File: src/asrx_defs.vh
// Register map, field layout, reset values and limits of the serial receiver channel.
`ifndef ASRX_DEFS_VH
`define ASRX_DEFS_VH

`define ASRX_OFS_CLKSEL_0 32'hffff_f32c
`define ASRX_OFS_DIVISOR_0 32'hffff_f32e
`define ASRX_OFS_CLKSEL_1 32'hffff_f34c
`define ASRX_OFS_DIVISOR_1 32'hffff_f34e
`define ASRX_OFS_MODE_0 32'hffff_f320
`define ASRX_OFS_ERRSTAT_0 32'hffff_f322
`define ASRX_OFS_RXBUF_0 32'hffff_f324
`define ASRX_OFS_STATUS_0 32'hffff_f326
`define ASRX_OFS_MODE_1 32'hffff_f340
`define ASRX_OFS_ERRSTAT_1 32'hffff_f342
`define ASRX_OFS_RXBUF_1 32'hffff_f344
`define ASRX_OFS_STATUS_1 32'hffff_f346

`define ASRX_CLKSEL_RST 4'h0
`define ASRX_DIVISOR_RST 8'hff
`define ASRX_MODE_RST 8'h40

`define ASRX_MODE_UNIT_EN 0
`define ASRX_MODE_TX_EN 1
`define ASRX_MODE_RX_EN 2
`define ASRX_MODE_MERGE 3
`define ASRX_MODE_PAR_LO 4
`define ASRX_MODE_PAR_HI 5
`define ASRX_MODE_CHAR8 6
`define ASRX_MODE_STOP2 7

`define ASRX_PAR_NONE 2'h0
`define ASRX_PAR_ZERO 2'h1
`define ASRX_PAR_ODD 2'h2
`define ASRX_PAR_EVEN 2'h3

`define ASRX_ERR_PARITY 0
`define ASRX_ERR_FRAMING 1
`define ASRX_ERR_OVERRUN 2

`define ASRX_STAT_BUF_FULL 0
`define ASRX_STAT_BUSY 1

`define ASRX_PRESCALE_MAX 4'ha
`define ASRX_DIVISOR_MIN 8'h08

`endif

File: src/asrx_brg.v
// Eight-bit programmable divide counter of the baud generator.
`timescale 1ns/1ps
module asrx_brg #(
  parameter P_W = 8
)
(
  input wire i_clk,
  input wire i_srst,
  input wire i_run,
  input wire i_tick,
  input wire [P_W-1:0] i_divisor,
  output reg o_match
);

  reg [P_W-1:0] cnt_r;

  // Held cleared while not running, so every frame starts from a known phase.
  always @(posedge i_clk)
  begin
    if (i_srst || !i_run)
    begin
      cnt_r <= {P_W{1'b0}};
      o_match <= 1'b0;
    end
    else if (i_tick)
    begin
      if (cnt_r == i_divisor - 1'b1)
      begin
        cnt_r <= {P_W{1'b0}};
        o_match <= 1'b1;
      end
      else
      begin
        cnt_r <= cnt_r + 1'b1;
        o_match <= 1'b0;
      end
    end
    else
    begin
      o_match <= 1'b0;
    end
  end

endmodule // asrx_brg

File: src/asrx_top.v
// Asynchronous serial receive channel with its baud generator and register slave.
//
// The Avalon-MM interface to the registers is this design's own decision.
`timescale 1ns/1ps
`include "asrx_defs.vh"

module asrx_top #(
  parameter P_CH = 0,
  parameter P_AW = 32
)
(
  input wire i_clk,
  input wire i_srst,
  input wire [P_AW-1:0] i_address,
  input wire i_read,
  input wire i_write,
  input wire [31:0] i_writedata,
  input wire [3:0] i_byteenable,
  output reg [31:0] o_readdata,
  output wire o_waitrequest,
  input wire i_serial_in_pin,
  output reg o_rx_done_irq,
  output reg o_rx_error_irq,
  output reg o_tx_baud_tick
);

  localparam [P_AW-1:0] L_OFS_CLKSEL = (P_CH == 0) ? `ASRX_OFS_CLKSEL_0 : `ASRX_OFS_CLKSEL_1;
  localparam [P_AW-1:0] L_OFS_DIVISOR = (P_CH == 0) ? `ASRX_OFS_DIVISOR_0 : `ASRX_OFS_DIVISOR_1;
  localparam [P_AW-1:0] L_OFS_MODE = (P_CH == 0) ? `ASRX_OFS_MODE_0 : `ASRX_OFS_MODE_1;
  localparam [P_AW-1:0] L_OFS_ERRSTAT = (P_CH == 0) ? `ASRX_OFS_ERRSTAT_0 : `ASRX_OFS_ERRSTAT_1;
  localparam [P_AW-1:0] L_OFS_RXBUF = (P_CH == 0) ? `ASRX_OFS_RXBUF_0 : `ASRX_OFS_RXBUF_1;
  localparam [P_AW-1:0] L_OFS_STATUS = (P_CH == 0) ? `ASRX_OFS_STATUS_0 : `ASRX_OFS_STATUS_1;

  localparam [2:0] S_IDLE = 3'h0;
  localparam [2:0] S_START = 3'h1;
  localparam [2:0] S_DATA = 3'h2;
  localparam [2:0] S_PARITY = 3'h3;
  localparam [2:0] S_STOP = 3'h4;

  // Prescaler mask: a tick is produced when the low bits of the free counter are all ones.
  function [9:0] f_pre_mask;
    input [3:0] sel;
    reg [3:0] s;
    begin
      s = (sel > `ASRX_PRESCALE_MAX) ? `ASRX_PRESCALE_MAX : sel;
      f_pre_mask = 10'h3ff >> (4'ha - s);
    end
  endfunction

  reg ack_r;
  reg [3:0] clksel_r;
  reg [7:0] divisor_r;
  reg [7:0] mode_r;
  reg [2:0] err_r;
  reg [2:0] err_nxt;
  reg [7:0] rxbuf_r;
  reg buf_full_r;
  reg [9:0] pre_cnt_r;
  reg basic_tick_r;
  reg samp_a_r;
  reg filt_r;
  reg filt_d_r;
  reg [2:0] state_r;
  reg skip_r;
  reg [2:0] bit_cnt_r;
  reg [7:0] shift_r;
  reg par_acc_r;
  reg par_err_r;
  reg tx_half_r;
  reg [7:0] rd_mux;
  reg frame_done;
  reg [7:0] frame_data;
  reg pe_now;
  reg fe_now;
  reg ove_now;

  wire unit_en = mode_r[`ASRX_MODE_UNIT_EN];
  wire tx_en = mode_r[`ASRX_MODE_TX_EN];
  wire rx_en = mode_r[`ASRX_MODE_RX_EN];
  wire merge = mode_r[`ASRX_MODE_MERGE];
  wire [1:0] par_mode = mode_r[`ASRX_MODE_PAR_HI:`ASRX_MODE_PAR_LO];
  wire char8 = mode_r[`ASRX_MODE_CHAR8];
  wire rx_on = unit_en && rx_en;
  wire req = i_read || i_write;
  wire wr_fire = i_write && ack_r && i_byteenable[0];
  wire rd_fire = i_read && ack_r;
  wire rx_match;
  wire tx_match;
  wire [2:0] last_bit = char8 ? 3'h7 : 3'h6;

  // Every request is held one cycle, then accepted on the second edge.
  assign o_waitrequest = req && !ack_r;

  always @(posedge i_clk)
  begin
    if (i_srst)
    begin
      ack_r <= 1'b0;
    end
    else
    begin
      ack_r <= req && !ack_r;
    end
  end

  always @*
  begin
    if (i_address == L_OFS_CLKSEL)
    begin
      rd_mux = {4'h0, clksel_r};
    end
    else if (i_address == L_OFS_DIVISOR)
    begin
      rd_mux = divisor_r;
    end
    else if (i_address == L_OFS_MODE)
    begin
      rd_mux = mode_r;
    end
    else if (i_address == L_OFS_ERRSTAT)
    begin
      rd_mux = {5'h00, err_r};
    end
    else if (i_address == L_OFS_RXBUF)
    begin
      rd_mux = rxbuf_r;
    end
    else if (i_address == L_OFS_STATUS)
    begin
      rd_mux = {6'h00, (state_r != S_IDLE), buf_full_r};
    end
    else
    begin
      rd_mux = 8'h00;
    end
  end

  // Read data is captured in the waiting cycle, so it stands at the accepting edge.
  always @(posedge i_clk)
  begin
    if (i_srst)
    begin
      o_readdata <= 32'h0000_0000;
    end
    else if (i_read && !ack_r)
    begin
      o_readdata <= {24'h00_0000, rd_mux};
    end
  end

  always @(posedge i_clk)
  begin
    if (i_srst)
    begin
      clksel_r <= `ASRX_CLKSEL_RST;
      divisor_r <= `ASRX_DIVISOR_RST;
      mode_r <= `ASRX_MODE_RST;
    end
    else if (wr_fire)
    begin
      if (i_address == L_OFS_CLKSEL)
      begin
        clksel_r <= i_writedata[3:0];
      end
      if (i_address == L_OFS_DIVISOR)
      begin
        // Values below the minimum are raised to it, keeping the half-bit at least four times the two-tick filter lag.
        divisor_r <= (i_writedata[7:0] < `ASRX_DIVISOR_MIN) ? `ASRX_DIVISOR_MIN : i_writedata[7:0];
      end
      if (i_address == L_OFS_MODE)
      begin
        mode_r <= i_writedata[7:0];
      end
    end
  end

  // Basic clock as a one-cycle tick; held low while the unit is disabled.
  always @(posedge i_clk)
  begin
    if (i_srst || !unit_en)
    begin
      pre_cnt_r <= 10'h000;
      basic_tick_r <= 1'b0;
    end
    else
    begin
      pre_cnt_r <= pre_cnt_r + 10'h001;
      basic_tick_r <= ((pre_cnt_r & f_pre_mask(clksel_r)) == f_pre_mask(clksel_r));
    end
  end

  // The line must equal the last tick's sample, so one-tick pulses are dropped and the lag stays at two ticks.
  always @(posedge i_clk)
  begin
    if (i_srst)
    begin
      samp_a_r <= 1'b1;
      filt_r <= 1'b1;
      filt_d_r <= 1'b1;
    end
    else
    begin
      filt_d_r <= filt_r;
      if (basic_tick_r)
      begin
        samp_a_r <= i_serial_in_pin;
        if (i_serial_in_pin == samp_a_r)
        begin
          filt_r <= samp_a_r;
        end
      end
    end
  end

  asrx_brg #(
    .P_W(8)
  ) u_rx_brg (
    .i_clk(i_clk),
    .i_srst(i_srst),
    .i_run(rx_on && (state_r != S_IDLE)),
    .i_tick(basic_tick_r),
    .i_divisor(divisor_r),
    .o_match(rx_match)
  );

  asrx_brg #(
    .P_W(8)
  ) u_tx_brg (
    .i_clk(i_clk),
    .i_srst(i_srst),
    .i_run(unit_en && tx_en),
    .i_tick(basic_tick_r),
    .i_divisor(divisor_r),
    .o_match(tx_match)
  );

  always @(posedge i_clk)
  begin
    if (i_srst || !(unit_en && tx_en))
    begin
      tx_half_r <= 1'b0;
      o_tx_baud_tick <= 1'b0;
    end
    else
    begin
      if (tx_match)
      begin
        tx_half_r <= !tx_half_r;
      end
      o_tx_baud_tick <= tx_match && tx_half_r;
    end
  end

  // Receive sequencer: first match is mid start bit, then every second match is mid bit.
  always @(posedge i_clk)
  begin
    if (i_srst || !rx_on)
    begin
      state_r <= S_IDLE;
      skip_r <= 1'b0;
      bit_cnt_r <= 3'h0;
      shift_r <= 8'h00;
      par_acc_r <= 1'b0;
      par_err_r <= 1'b0;
    end
    else
    begin
      case (state_r)
        S_IDLE:
        begin
          if (filt_d_r && !filt_r)
          begin
            state_r <= S_START;
          end
        end
        S_START:
        begin
          if (rx_match)
          begin
            state_r <= filt_r ? S_IDLE : S_DATA;
            skip_r <= 1'b1;
            bit_cnt_r <= 3'h0;
            par_acc_r <= 1'b0;
            par_err_r <= 1'b0;
          end
        end
        default:
        begin
          if (rx_match)
          begin
            skip_r <= !skip_r;
            if (!skip_r)
            begin
              case (state_r)
                S_DATA:
                begin
                  shift_r <= {filt_r, shift_r[7:1]};
                  par_acc_r <= par_acc_r ^ filt_r;
                  bit_cnt_r <= bit_cnt_r + 3'h1;
                  if (bit_cnt_r == last_bit)
                  begin
                    state_r <= (par_mode == `ASRX_PAR_NONE) ? S_STOP : S_PARITY;
                  end
                end
                S_PARITY:
                begin
                  if (par_mode == `ASRX_PAR_EVEN)
                  begin
                    par_err_r <= par_acc_r ^ filt_r;
                  end
                  else if (par_mode == `ASRX_PAR_ODD)
                  begin
                    par_err_r <= !(par_acc_r ^ filt_r);
                  end
                  else
                  begin
                    par_err_r <= 1'b0;
                  end
                  state_r <= S_STOP;
                end
                default:
                begin
                  state_r <= S_IDLE;
                end
              endcase
            end
          end
        end
      endcase
    end
  end

  always @*
  begin
    frame_done = rx_on && (state_r == S_STOP) && rx_match && !skip_r;
    frame_data = char8 ? shift_r : {1'b0, shift_r[7:1]};
    pe_now = frame_done && par_err_r;
    fe_now = frame_done && !filt_r;
    ove_now = frame_done && buf_full_r;
    err_nxt = err_r;
    if (rd_fire && (i_address == L_OFS_ERRSTAT))
    begin
      err_nxt = 3'h0;
    end
    // A new error in the clearing cycle survives the clear.
    if (pe_now)
    begin
      err_nxt[`ASRX_ERR_PARITY] = 1'b1;
    end
    if (fe_now)
    begin
      err_nxt[`ASRX_ERR_FRAMING] = 1'b1;
    end
    if (ove_now)
    begin
      err_nxt[`ASRX_ERR_OVERRUN] = 1'b1;
    end
  end

  always @(posedge i_clk)
  begin
    if (i_srst)
    begin
      err_r <= 3'h0;
      rxbuf_r <= 8'h00;
      buf_full_r <= 1'b0;
      o_rx_done_irq <= 1'b0;
      o_rx_error_irq <= 1'b0;
    end
    else
    begin
      err_r <= err_nxt;
      if (frame_done && !buf_full_r)
      begin
        rxbuf_r <= frame_data;
        buf_full_r <= 1'b1;
      end
      else if (rd_fire && (i_address == L_OFS_RXBUF))
      begin
        buf_full_r <= 1'b0;
      end
      o_rx_done_irq <= frame_done && (merge || !(pe_now || fe_now || ove_now));
      o_rx_error_irq <= frame_done && !merge && (pe_now || fe_now || ove_now);
    end
  end

endmodule // asrx_top

File: config.mk
export PLATFORM = sky130hd
export DESIGN_NAME = asrx_top
export DESIGN_NICKNAME = d
export VERILOG_FILES = /design/src/asrx_brg.v /design/src/asrx_top.v
export VERILOG_INCLUDE_DIRS = /design/src
export SDC_FILE = /design/constraint.sdc
export NUM_CORES = 1
export LEC_CHECK = 0
export ABC_AREA = 1
export BUFFER_PORTS_ARGS = -buffer_cell sky130_fd_sc_hd__buf_4
export CAP_MARGIN = 20
export CORE_AREA = 10 10 121 123
export CTS_BUF_LIST = sky130_fd_sc_hd__clkbuf_8
export DETAILED_ROUTE_END_ITERATION = 8
export DIE_AREA = 0 0 131 133
export HOLD_SLACK_MARGIN = 0.1
export PLACE_DENSITY = 0.75
export SLEW_MARGIN = 20
export SYNTH_ARGS = -nofsm -noshare
export SYNTH_HDL_FRONTEND = slang
export SYNTH_HIERARCHICAL = 1
export SYNTH_SLANG_ARGS = --single-unit
export TNS_END_PERCENT = 1
File: constraint.sdc
create_clock -name i_clk -period 5.7 [get_ports i_clk]
set_clock_uncertainty 0.2 [all_clocks]
set_input_delay 0 -clock i_clk [delete_from_list [all_inputs] [get_ports i_clk]]
set_output_delay 0 -clock i_clk [all_outputs]
set_load 0.01 [all_outputs]
# After elaboration in Yosys (flattened, before gate mapping)
# Index checks and enable logic that the tools add are counted.
# op_classes
add_sub_neg	6
n_lt_le_gt_ge	2
eq_ne	22
shifts	1
mux	48
bitwise_logic	6
n_reduce_logical	64
# ops
operator	count
equality test 32 bit, second input constant	6
two-way mux 8 bit	9
two-way mux 3 bit	11
logical AND 1 bit	22
two-way mux 1 bit	19
case mux 3 bit (2 select lines)	3
adder 8 x 1 -> 8 bit, second input constant	2
equality test 8 bit	2
nonzero test 2 bit	7
logical NOT 1 bit	12
AND reduction 4 bit	3
adder 10 x 1 -> 10 bit, second input constant	1
AND 10 bit	1
equality test 10 bit	1
AND reduction 2 bit	5
right shift 10 x 4 -> 10 bit, first input constant	1
logical OR 1 bit	8
< comparator 8 x 4 -> 1 bit, second input constant	1
subtractor 8 x 1 -> 8 bit, second input constant	1
equality test 3 x 2 -> 1 bit, second input constant	2
case mux 1 bit (2 select lines)	3
OR reduction 2 bit	3
AND reduction 5 bit	1
equality test 2 bit, second input constant	2
other kinds (18)	23
# word_totals
ff_bits	94
out_inout_bits	36
wordCells	178

# Longest topological paths before layout
# Gate-level depths: netlist (run 1).
# logic_depth
word_depth	10
depth_mapped	13

# Hierarchy
# Netlist (run 1), hierarchy kept.
# by_module_without_submodules
mod	n_inst	cells_each	area_each_um2	seq_area_each_um2
asrx_top	1	568	4008.8	1521.5
asrx_brg	2	111	706.9	180.2

# Worst setup path before layout (run 1)
# Ideal clock, no wire load.
# synth_timing
kind	flip-flop to flip-flop
from	register divisor_r[0]
to	register u_rx_brg.cnt_r[0]
arrival_ns	1.509
t_required_ns	5.384
setup_slack_ns	3.875
stages_incl_launch_ff	12
period_less_slack_ns	1.825
path_cell_list	dfxtp_1 inv_1 ha_1 xnor2_1 nor2_1 nand2_1 nor2_1 nand2_1 nor2_1 nand2_1 nand2_2 nor2_1
# synth_via
elab_chain_cells	3
# synth_lines
element	line_no	rtl
start: declaration	asrx_top.v:52	reg [7:0] divisor_r;
start signal: assignment	asrx_top.v:156	divisor_r <= `ASRX_DIVISOR_RST;
start signal: assignment	asrx_top.v:168	divisor_r <= (i_writedata[7:0] < `ASRX_DIVISOR_MIN) ? `ASRX_DIVISOR_MIN : i_writedata[7:0];
subtractor 8 x 1 -> 8 bit	asrx_brg.v:27	if (cnt_r == i_divisor - 1'b1)
equality test 8 bit	asrx_brg.v:27	
two-way mux 8 bit	asrx_brg.v:27	
end signal: assignment	asrx_brg.v:22	cnt_r <= {P_W{1'b0}};
end signal: assignment	asrx_brg.v:29	cnt_r <= {P_W{1'b0}};
end signal: assignment	asrx_brg.v:34	cnt_r <= cnt_r + 1'b1;
end: declaration	asrx_brg.v:15	reg [P_W-1:0] cnt_r;
# No other way between the ends.
# A chain may end at the register's enable or synchronous reset.

# Worst setup path after layout (run 1)
# layout_timing
from	input i_address[3]
to	register mode_r[6]
# layout_via
elab_chain_cells	2
# layout_lines
element	line_no	rtl
start: declaration	asrx_top.v:14	input wire [P_AW-1:0] i_address,
equality test 32 bit	asrx_top.v:170	if (i_address == L_OFS_MODE)
AND reduction 2 bit (no source line)	n/a	
end signal: assignment	asrx_top.v:157	mode_r <= `ASRX_MODE_RST;
end signal: assignment	asrx_top.v:172	mode_r <= i_writedata[7:0];
end: declaration	asrx_top.v:53	reg [7:0] mode_r;
# No other way between the ends.

==> results.yml, run 1 <==
worst_setup_path:
  worstSetupPathType: "in2reg"
  reg2reg_depth: 6
  slowest_stage: "dlygate4sd3_1"
  critical_path.top_delay_family: "buffers and inverters"
  critical_path_required_ns: 5.82
  slowest_delay_ns: 0.59
  startpoint_type: "primary input"
  cpMostUsedCell: "dlygate4sd3_1"
  cp-end-kind: "flip-flop"
  cp_max_fo: 9
  cp_data_arrival_time_ns: 3.71
  cp_num_buf_inv: 7
  r2r_setup_slack_ns: 3.14
  path_depth: 13
  crit_path_cell_trace: "dlygate4sd3_1, buf_4, inv_1, nand2_1, dlygate4sd3_1, nor2_1, dlygate4sd3_1, nand3_2, nor2_4, a21oi_1, dlygate4sd3_1, o21ai_0, dlygate4sd3_1"
global_routing:
  grt.overflow.total: 0
  grt_pass1_wl_um: 21300
  grtUsageMet3: 0.0236
  grt_pass1_vias: 4648
  use_met2: 0.240
  grt.busiest_layer: "met2"
  grt_use_met1: 0.189
  grt_antenna_before_repair: 0
  track_usage: 0.148
  grt_max_degree: 32
clock_tree:
  clk_latency_ns: 0.37
  cts-resized-gates: 0
  clock_sinks: 94
  cts.path.max_buffers: 2
  cts_root_buf: "clkbuf_8"
  path_clk_slew_ns: 0.09
  cts_tree: "done"
  htreeDepth: 3
  cts_buffers: 9
synthesis:
  yosysWarnings: 6
  yosysSeqAreaShare: 0.347
  syn-mean-instance-area_um2: 6.86
  yosysTopAreaCellShare: 0.347
  async_reset_ff_frac: 0
  synth_edf_count: 0
  synth_flop_cell: "dfxtp_1"
  ys_ff_latch: 94
  synth_area_um2: 5420
  syn-instance-count: 790
  synth.most_common_cell: "nand2_1"
  synth_common_cells: "nand2_1 (197), inv_1 (104), nor2_1 (103), dfxtp_1 (94), a21oi_1 (41)"
  yosysTopAreaCell: "dfxtp_1"
  ys_top_cells_by_area: "dfxtp_1 (35%), nand2_1 (14%), inv_1 (7.2%)"
  yosysUniqueCellTypes: 50
timing:
  tns_ns: 0
  fin_ws_ns: 2.11
  clock.fmax_ghz: 0.278
  drv_slew: 0
  period_minus_slack_ns: 3.59
  tightestPinTransition_ns: 0.713
  relSlewSlack: 0.524
  rsz0062_at_grt: "no"
  post-route-period-util: 0.630
  finalSetupViolCount: 0
  finalHoldViolCount: 0
floorplanning:
  chipWidth_um: 131
  start_util: 0.439
  placementRows: 41
  fp.coreArea_um2: 12400
  ios: 109
  dieArea_um2: 17400
  dieHeight_um: 133
layout:
  diodes: 0
  final_area_um2: 6390
  layout.nets: 955
  area_delta_synth_final_pct: 17.9
  drive_gt1_frac: 0.137
worst_hold_path:
  min_path_cells: 8
  hp-class: "in2reg"
place:
  place_ws_ns: 3.31
  placed_area_um2: 5870
  gp_congestion: 0.869
  hpwl_um: 9720
  port_buffers: 57
pwr:
  irDropWorstVdd_v: 0.000117
  power.total_uw: 1200
  p_leak_uw: 0.00270
  power_density_nw_per_um2: 188
detailed_routing:
  via_per_inst: 4.76
  routed_wl_um: 12900
  num_vias: 4998
  dr.first_iter.drc_count: 376
  routedWlPerCell_um: 12.3
  drc: 0
  drtPass1Iterations: 5
  drtAntennaViolNets: 0
flow_run:
  cap_violations: 0
status:
  outcome: "finished, final reports clean"
## cell families (layout without fill, tap and decap cells)
kind of cell	after synthesis	in the layout	share of synthesized area
XOR/XNOR	32	32	0.0517
other	1	24	0.000692
buffers and inverters	148	213	0.127
adder cells (fa/ha/maj)	9	9	0.0208
AND/OR/NAND/NOR	391	391	0.322
AO/OA/AOI/OAI	115	115	0.131
flip-flops	94	94	0.347
## placed cells by master (no fill, tap or decap), types with 3 or more instances in the layout
cell,n
a211oi_1,16
conb_1,24
clkbuf_8,10
buf_4,57
dfxtp_1,94
xor2_1,16
nor3_1,9
nand3_1,36
a21oi_1,41
nor2_4,4
nand4_1,6
xnor2_1,16
nor2_1,103
nand3_2,4
nor2_2,7
o21ai_0,29
o211ai_2,3
dlygate4sd3_1,31
o21ai_1,3
o211ai_1,8
inv_1,104
nand2_1,197
nor3_4,3
ha_1,9
nor4_1,3
inv_2,5
nand2_2,9
clkinv_4,3
## layout make-up
type / instances / area [um2]
clock buffer: 10 / 138
clock inverter: 6 / 71.3
fill: 1223 / 5970
inverter: 109 / 409
multi-input combinational: 571 / 2940
sequential: 94 / 1880
tap: 172 / 215
timing repair buffer: 88 / 738
## layer usage
metal / wire [um] / vias to the layer above
met4: 219 / 0
met2: 6110 / 103
li1: - / 2624
met5: 0 / -
met3: 659 / 14
met1: 5920 / 2257
## worst min-delay path, delay by kind of cell
kind | cells | cell delay (ns)
buf+inv | 3 | 0.16
simple gates | 3 | 0.27
compound gates | 2 | 0.20
## per-stage QoR
stage,hold WS [ns],utilization,cells
2_1_floorplan,-0.0868,-,813
3_3_place_gp,0.0478,0.475,1003
3_5_place_dp,0.0493,0.475,1003
4_1_cts,0.105,0.517,1050
5_1_grt,0.181,0.517,1050
6_report,0.122,0.517,1050
## sequential cells by signal (all words and copies together) (netlist names), 3 cells and up
signal	count
state_r	3
rxbuf_r	8
o_readdata	8
err_r	3
pre_cnt_r	10
shift_r	8
clksel_r	4
mode_r	8
u_rx_brg/cnt_r	8
u_tx_brg/cnt_r	8
bit_cnt_r	3
divisor_r	8
## power by group
part / internal (uW) / switching [uW]
Sequential: 658 / 1.58
Clock: 217 / 247
Combinational: 37.3 / 40.0
Total: 912 / 288
## what timing repair did
action                    in CTS  in global routing
hold endpoints to repair      48                  0
hold buffers                  31                  0
setup buffers                  0                  0
## worst paths after layout
path,start,to
worst max register to register,ack_r$_SDFF_PP0_,mode_r[6]$_SDFFE_PP1P_
worst min register to register,pre_cnt_r[6]$_SDFF_PP0_,pre_cnt_r[6]$_SDFF_PP0_
worst max-delay path,i_address[3],mode_r[6]$_SDFFE_PP1P_
worst min-delay path,i_address[0],o_readdata[2]$_SDFFE_PP0P_
No activity file was read; power rests on OpenSTA's default activity.
==> run 2, diff against run 1 <==
Settings changed: PLACE_DENSITY 0.75 to 0.77.
Clock period 5.7 ns to 3.28 ns, I/O delays scaled along.
==> run 2 against run 1 <==
  * Global-route usage rose by 0.16 points
  * First-iteration DRC count is 10% higher
  * Clock-buffer cell count did not move
  * Largest cell class unchanged
  * Highest routed layer unchanged
==> results.yml, run 2 (same netlist as run 1, synthesis figures left out) <==
layout:
  fin_cells: 1051
  diodes: 0
  top_register: "pre_cnt_r"
  layout.nets: 956
  seq_area_um2: 1880
  final.fill_count: 1198
  area_delta_synth_final_pct: 18.0
  mostFrequentLayoutCells: "nand2_1 (197), inv_1 (104), nor2_1 (103), dfxtp_1 (94), buf_4 (59)"
  drive_gt1_frac: 0.139
  mostFrequentLayoutCell: "nand2_1"
  largest_register_ff_count: 10
  multi_input_area_um2: 2940
detailed_routing:
  drtPass1Iterations: 5
  num_vias: 5098
  drc: 0
  drtAntennaViolNets: 0
  routedWlPerCell_um: 12.3
  via_per_inst: 4.85
  routed_wl_um: 12900
  dr.first_iter.drc_count: 414
clock_tree:
  path_clk_slew_ns: 0.10
  cts.path.max_buffers: 2
  htreeDepth: 3
  cts-resized-gates: 0
  cts_buffers: 9
  cts_setup_buffers: 0
  clk_latency_ns: 0.37
  clock_sinks: 94
  cts_tree: "done"
  ctsHoldBuffers: 30
  cts_root_buf: "clkbuf_8"
global_routing:
  grt.overflow.total: 0
  grt_pass1_wl_um: 21700
  grt_max_degree: 32
  grt_pass1_vias: 4708
  grt_antenna_before_repair: 0
  track_usage: 0.150
floorplanning:
  dieArea_um2: 17400
  chipWidth_um: 131
  placementRows: 41
  ios: 109
  fp.coreArea_um2: 12400
  start_util: 0.439
  dieHeight_um: 133
pwr:
  p_int_uw: 1590
  irDropWorstVdd_v: 0.000265
  power.total_uw: 2100
  power_density_nw_per_um2: 328
  share_clk_of_total_power: 0.391
  p_comb_frac: 0.063
  p_leak_uw: 0.00272
  seqPwrFrac: 0.546
  p_sw_uw: 508
  p_sw_frac: 0.242
timing:
  finalSetupViolCount: 0
  tns_ns: 0
  period_minus_slack_ns: 2.97
  fin_ws_ns: 0.309
  tightestPinTransition_ns: 0.670
  drv_slew: 0
  rsz0062_at_grt: "no"
  relSlewSlack: 0.552
  finalHoldViolCount: 0
  clock.fmax_ghz: 0.337
  post-route-period-util: 0.906
worst_setup_path:
  cp_num_buf_inv: 5
  slowest_delay_ns: 0.67
  slowest_stage: "dlygate4sd3_1"
  startpoint_type: "primary input"
  critical_path_required_ns: 3.38
  cp-end-kind: "flip-flop"
  cp_max_fo: 13
  cp_data_arrival_time_ns: 3.07
  crit_path_cell_trace: "dlygate4sd3_1, buf_4, inv_1, nand2_1, dlygate4sd3_1, nor2_4, nor3b_2, nand3_2, nor2_4, dlygate4sd3_1, o21ai_0, a21oi_1"
  cpMostUsedCell: "dlygate4sd3_1"
  worstSetupPathType: "in2reg"
  critical_path.top_delay_family: "buffers and inverters"
place:
  gp_congestion: 0.859
  hpwl_um: 9660
  place_ws_ns: 1.21
  port_buffers: 57
  place_inst: 1005
worst_hold_path:
  hp-class: "in2reg"
status:
  outcome: "finished, final reports clean"
flow_run:
  cap_violations: 0
==> run 2: cell count changes in the layout (fill, tap and decap cells not counted) <==
cell	previous run	this run
dlygate4sd3_1	31	30
clkinvlp_4	2	1
clkinv_4	3	1
inv_6	0	2
buf_4	57	59
inv_8	0	1
==> run 2: final timing paths <==
kind | startpoint | to | slack [ns] | cells after the start
max | i_address[7] | mode_r[3]$_SDFFE_PP0P_ | 0.31 | 12
min | i_address[0] | err_r[1]$_SDFFE_PP0P_ | 0.14 | 9
max reg2reg | ack_r$_SDFF_PP0_ | divisor_r[1]$_SDFFE_PP1P_ | 0.84 | 5
min reg2reg | pre_cnt_r[6]$_SDFF_PP0_ | pre_cnt_r[6]$_SDFF_PP0_ | 0.26 | 1
==> run 2: worst min-delay path: cells and delay by family <==
kind | cells | cell delay [ns]
simple gates | 6 | 0.46
compound gates | 1 | 0.10
buf+inv | 2 | 0.12
==> run 2: routing by layer <==
metal | track usage | share of wire | wire length [um] | vias to the layer above
met3 | 0.0336 | 0.051 | 666 | 19
met5 | 0 | 0 | 0 | -
met1 | 0.187 | 0.45 | 5850 | 2342
met2 | 0.246 | 0.48 | 6230 | 110
met4 | 0.0488 | 0.016 | 201 | 0
li1 | - | - | - | 2627
==> run 2: final cells by class <==
cell class	count	share of cell area
Multi-Input combinational cell	571	0.459
Timing Repair Buffer	89	0.116
Clock inverter	6	0.0117
Sequential cell	94	0.294
Clock buffer	10	0.0215
Inverter	109	0.0639
Tap cell	172	0.0336
==> run 2: through the flow <==
stage / instance area, um2 / utilization / hold slack (ns)
6_report: 6400 / 0.518 / 0.143
3_3_place_gp: 5890 / 0.476 / 0.0475
4_1_cts: 6400 / 0.518 / 0.120
5_1_grt: 6400 / 0.518 / 0.196
2_1_floorplan: 5510 / - / -0.0868
3_5_place_dp: 5890 / 0.476 / 0.0456
==> run 2: power groups by stage <==
stage / clock network (uW) / registers [uW] / logic [uW]
floorplan: 0 / 1170 / 72.0
global placement: 0 / 1170 / 111
detailed placement: 0 / 1170 / 112
CTS: 838 / 1150 / 131
global route: 889 / 1150 / 147
finish: 821 / 1150 / 133
==> run 3, diff against run 2 <==
--- a/config.mk
+++ b/config.mk
@@ -17,2 +17,3 @@
 export PLACE_DENSITY = 0.77
+export SETUP_SLACK_MARGIN = 0.15
 export SLEW_MARGIN = 20
==> constraint.sdc (replaced) <==
create_clock -name i_clk -period 3.28 [get_ports i_clk]
set_clock_uncertainty 0.2 [all_clocks]
set_input_delay 0.164 -clock i_clk [delete_from_list [all_inputs] [get_ports i_clk]]
set_output_delay 0.164 -clock i_clk [all_outputs]
set_load 0.01 [all_outputs]
==> run 3 against run 2 <==
  * Utilization fell by 1.3 points
  * Worst setup slack improved by 0.61 ns
  * Final area decreased by 2.5%
  * Sequential cell count is the same
  * Non-clock buffer count is 15 lower
  * Combinational power decreased by 4%
  * Worst hold slack better by 0.0027 ns
  * Critical path depth shrank 4
  * First-iteration DRC count down 30%
  * Global-route usage is 0.49 points lower
  * Critical endpoint is now divisor_r[0]$_SDFFE_PP1P_
  * Via count shrank 3.8%
  * Largest cell class unchanged
==> results.yml, run 3 (same netlist as run 1, synthesis figures left out) <==
floorplanning:
  dieHeight_um: 133
  ios: 109
  fp.coreArea_um2: 12400
  start_util: 0.439
  placementRows: 41
  chipWidth_um: 131
  dieArea_um2: 17400
detailed_routing:
  drtAntennaViolNets: 0
  via_per_inst: 4.73
  num_vias: 4903
  drc: 0
  routed_wl_um: 12500
  dr.first_iter.drc_count: 291
  routedWlPerCell_um: 12.1
  drtPass1Iterations: 4
worst_setup_path:
  startpoint_type: "primary input"
  cpMostUsedCell: "dlygate4sd3_1"
  cp_num_buf_inv: 4
  r2r_setup_slack_ns: 1.12
  cp_max_fo: 3
  worstSetupPathType: "in2reg"
  crit_path_cell_trace: "dlygate4sd3_1, buf_4, nor3_1, dlygate4sd3_1, nand3_1, dlygate4sd3_1, nand2_1, o211ai_1"
  cp_data_arrival_time_ns: 2.43
  reg2reg_to: "u_tx_brg/cnt_r[5]$_SDFFE_PP0P_"
  r2r_start: "divisor_r[0]$_SDFFE_PP1P_"
  slowest_delay_ns: 0.57
  cp-end-kind: "flip-flop"
  critical_path.top_delay_family: "buffers and inverters"
  reg2reg_depth: 11
  critical_path_required_ns: 3.34
  slowest_stage: "dlygate4sd3_1"
timing:
  drv_slew: 0
  fin_ws_ns: 0.914
  rsz0062_at_grt: "no"
  tns_ns: 0
  post-route-period-util: 0.721
  tightestPinTransition_ns: 0.656
  finalSetupViolCount: 0
  period_minus_slack_ns: 2.37
  relSlewSlack: 0.561
  clock.fmax_ghz: 0.423
  finalHoldViolCount: 0
global_routing:
  grt_antenna_before_repair: 0
  grt_pass1_wl_um: 20900
  track_usage: 0.145
  grt_max_degree: 32
  grt.overflow.total: 0
  grt_pass1_vias: 4496
worst_hold_path:
  min_path_cells: 8
  holdCritStartpoint: "i_address[7]"
  hp-class: "in2reg"
  holdPathEnd: "divisor_r[6]$_SDFFE_PP1P_"
place:
  gp_congestion: 0.865
  hpwl_um: 9560
  port_buffers: 57
  place_ws_ns: 1.19
pwr:
  irDropWorstVdd_v: 0.000250
  power_density_nw_per_um2: 330
  p_leak_uw: 0.00265
layout:
  layout.nets: 941
  mostFrequentLayoutCells: "nand2_1 (197), inv_1 (106), nor2_1 (103), dfxtp_1 (94), buf_4 (59)"
  final.fill_count: 1212
  area_delta_synth_final_pct: 15.0
  top_register: "pre_cnt_r"
  mostFrequentLayoutCell: "nand2_1"
  fin_util: 0.505
  largest_register_ff_count: 10
  drive_gt1_frac: 0.139
  diodes: 0
clock_tree:
  clk_latency_ns: 0.37
  cts_tree: "done"
  cts_setup_buffers: 0
  cts.path.max_buffers: 2
  path_clk_slew_ns: 0.09
  clock_sinks: 94
  htreeDepth: 3
  cts_buffers: 9
  cts_root_buf: "clkbuf_8"
status:
  outcome: "finished, final reports clean"
flow_run:
  cap_violations: 0
## run 3: metrics by stage
| stage | std cells | instance area (um2) | hold slack (ns) | total power, uW |
|---|---|---|---|---|
| 2_1_floorplan | 813 | 5510 | 0.0772 | 1240 |
| 3_3_place_gp | 1005 | 5890 | 0.211 | 1280 |
| 3_5_place_dp | 1005 | 5890 | 0.218 | 1280 |
| 4_1_cts | 1036 | 6240 | 0.143 | 2070 |
| 5_1_grt | 1036 | 6240 | 0.195 | 2130 |
| 6_report | 1036 | 6240 | 0.146 | 2060 |
## run 3: area by class of cell
type                    instances  area, um2  share of cell area
multi-input cells             571       2940               0.471
flip-flops and latches         94       1880               0.302
repair buffers                 74        593              0.0951
inverters                     109        409              0.0656
well taps                     172        215              0.0345
clock buffers                  10        138              0.0221
clock inverters                 6       62.6              0.0100
## run 3: power breakdown
part	internal, uW	switching [uW]
combinational	60.1	67.7
sequential	1140	2.84
clock	372	415
## run 3: routing by layer
metal  wire length (um)  global-route usage  vias to the layer above
met2               5920               0.235                       98
met3                678              0.0304                       14
met4                197              0.0451                        0
li1                   -                   -                     2601
met1               5700               0.186                     2190
met5                  0                   0                        -
## run 3: worst max path at each step
stage / from / cells past startpoint / endpoint
floorplan: divisor_r[0]$_SDFFE_PP1P_ / 11 / u_rx_brg/cnt_r[0]$_SDFFE_PP0P_
global placement: divisor_r[0]$_SDFFE_PP1P_ / 11 / u_tx_brg/cnt_r[6]$_SDFFE_PP0P_
detailed placement: divisor_r[0]$_SDFFE_PP1P_ / 11 / u_tx_brg/cnt_r[3]$_SDFFE_PP0P_
CTS: i_writedata[4] / 8 / divisor_r[0]$_SDFFE_PP1P_
global route: i_writedata[4] / 8 / divisor_r[1]$_SDFFE_PP1P_
finish: i_writedata[4] / 8 / divisor_r[0]$_SDFFE_PP1P_
## run 3: worst register-to-register path, stage by stage, from the launching register on
cell and delay [ns]:
dfxtp_1 0.52, inv_1 0.13, ha_1 0.32, xnor2_1 0.13
nor2_1 0.09, nand2_1 0.06, nor2_1 0.09, nand2_1 0.09
nor2_1 0.11, nand2_1 0.08, nand2_2 0.19, nor2_1 0.06
## run 3: repair_timing
action / CTS / global route
hold endpoints to repair: 44 / 0
hold buffers: 15 / 0
gates resized for setup: 0 / 0
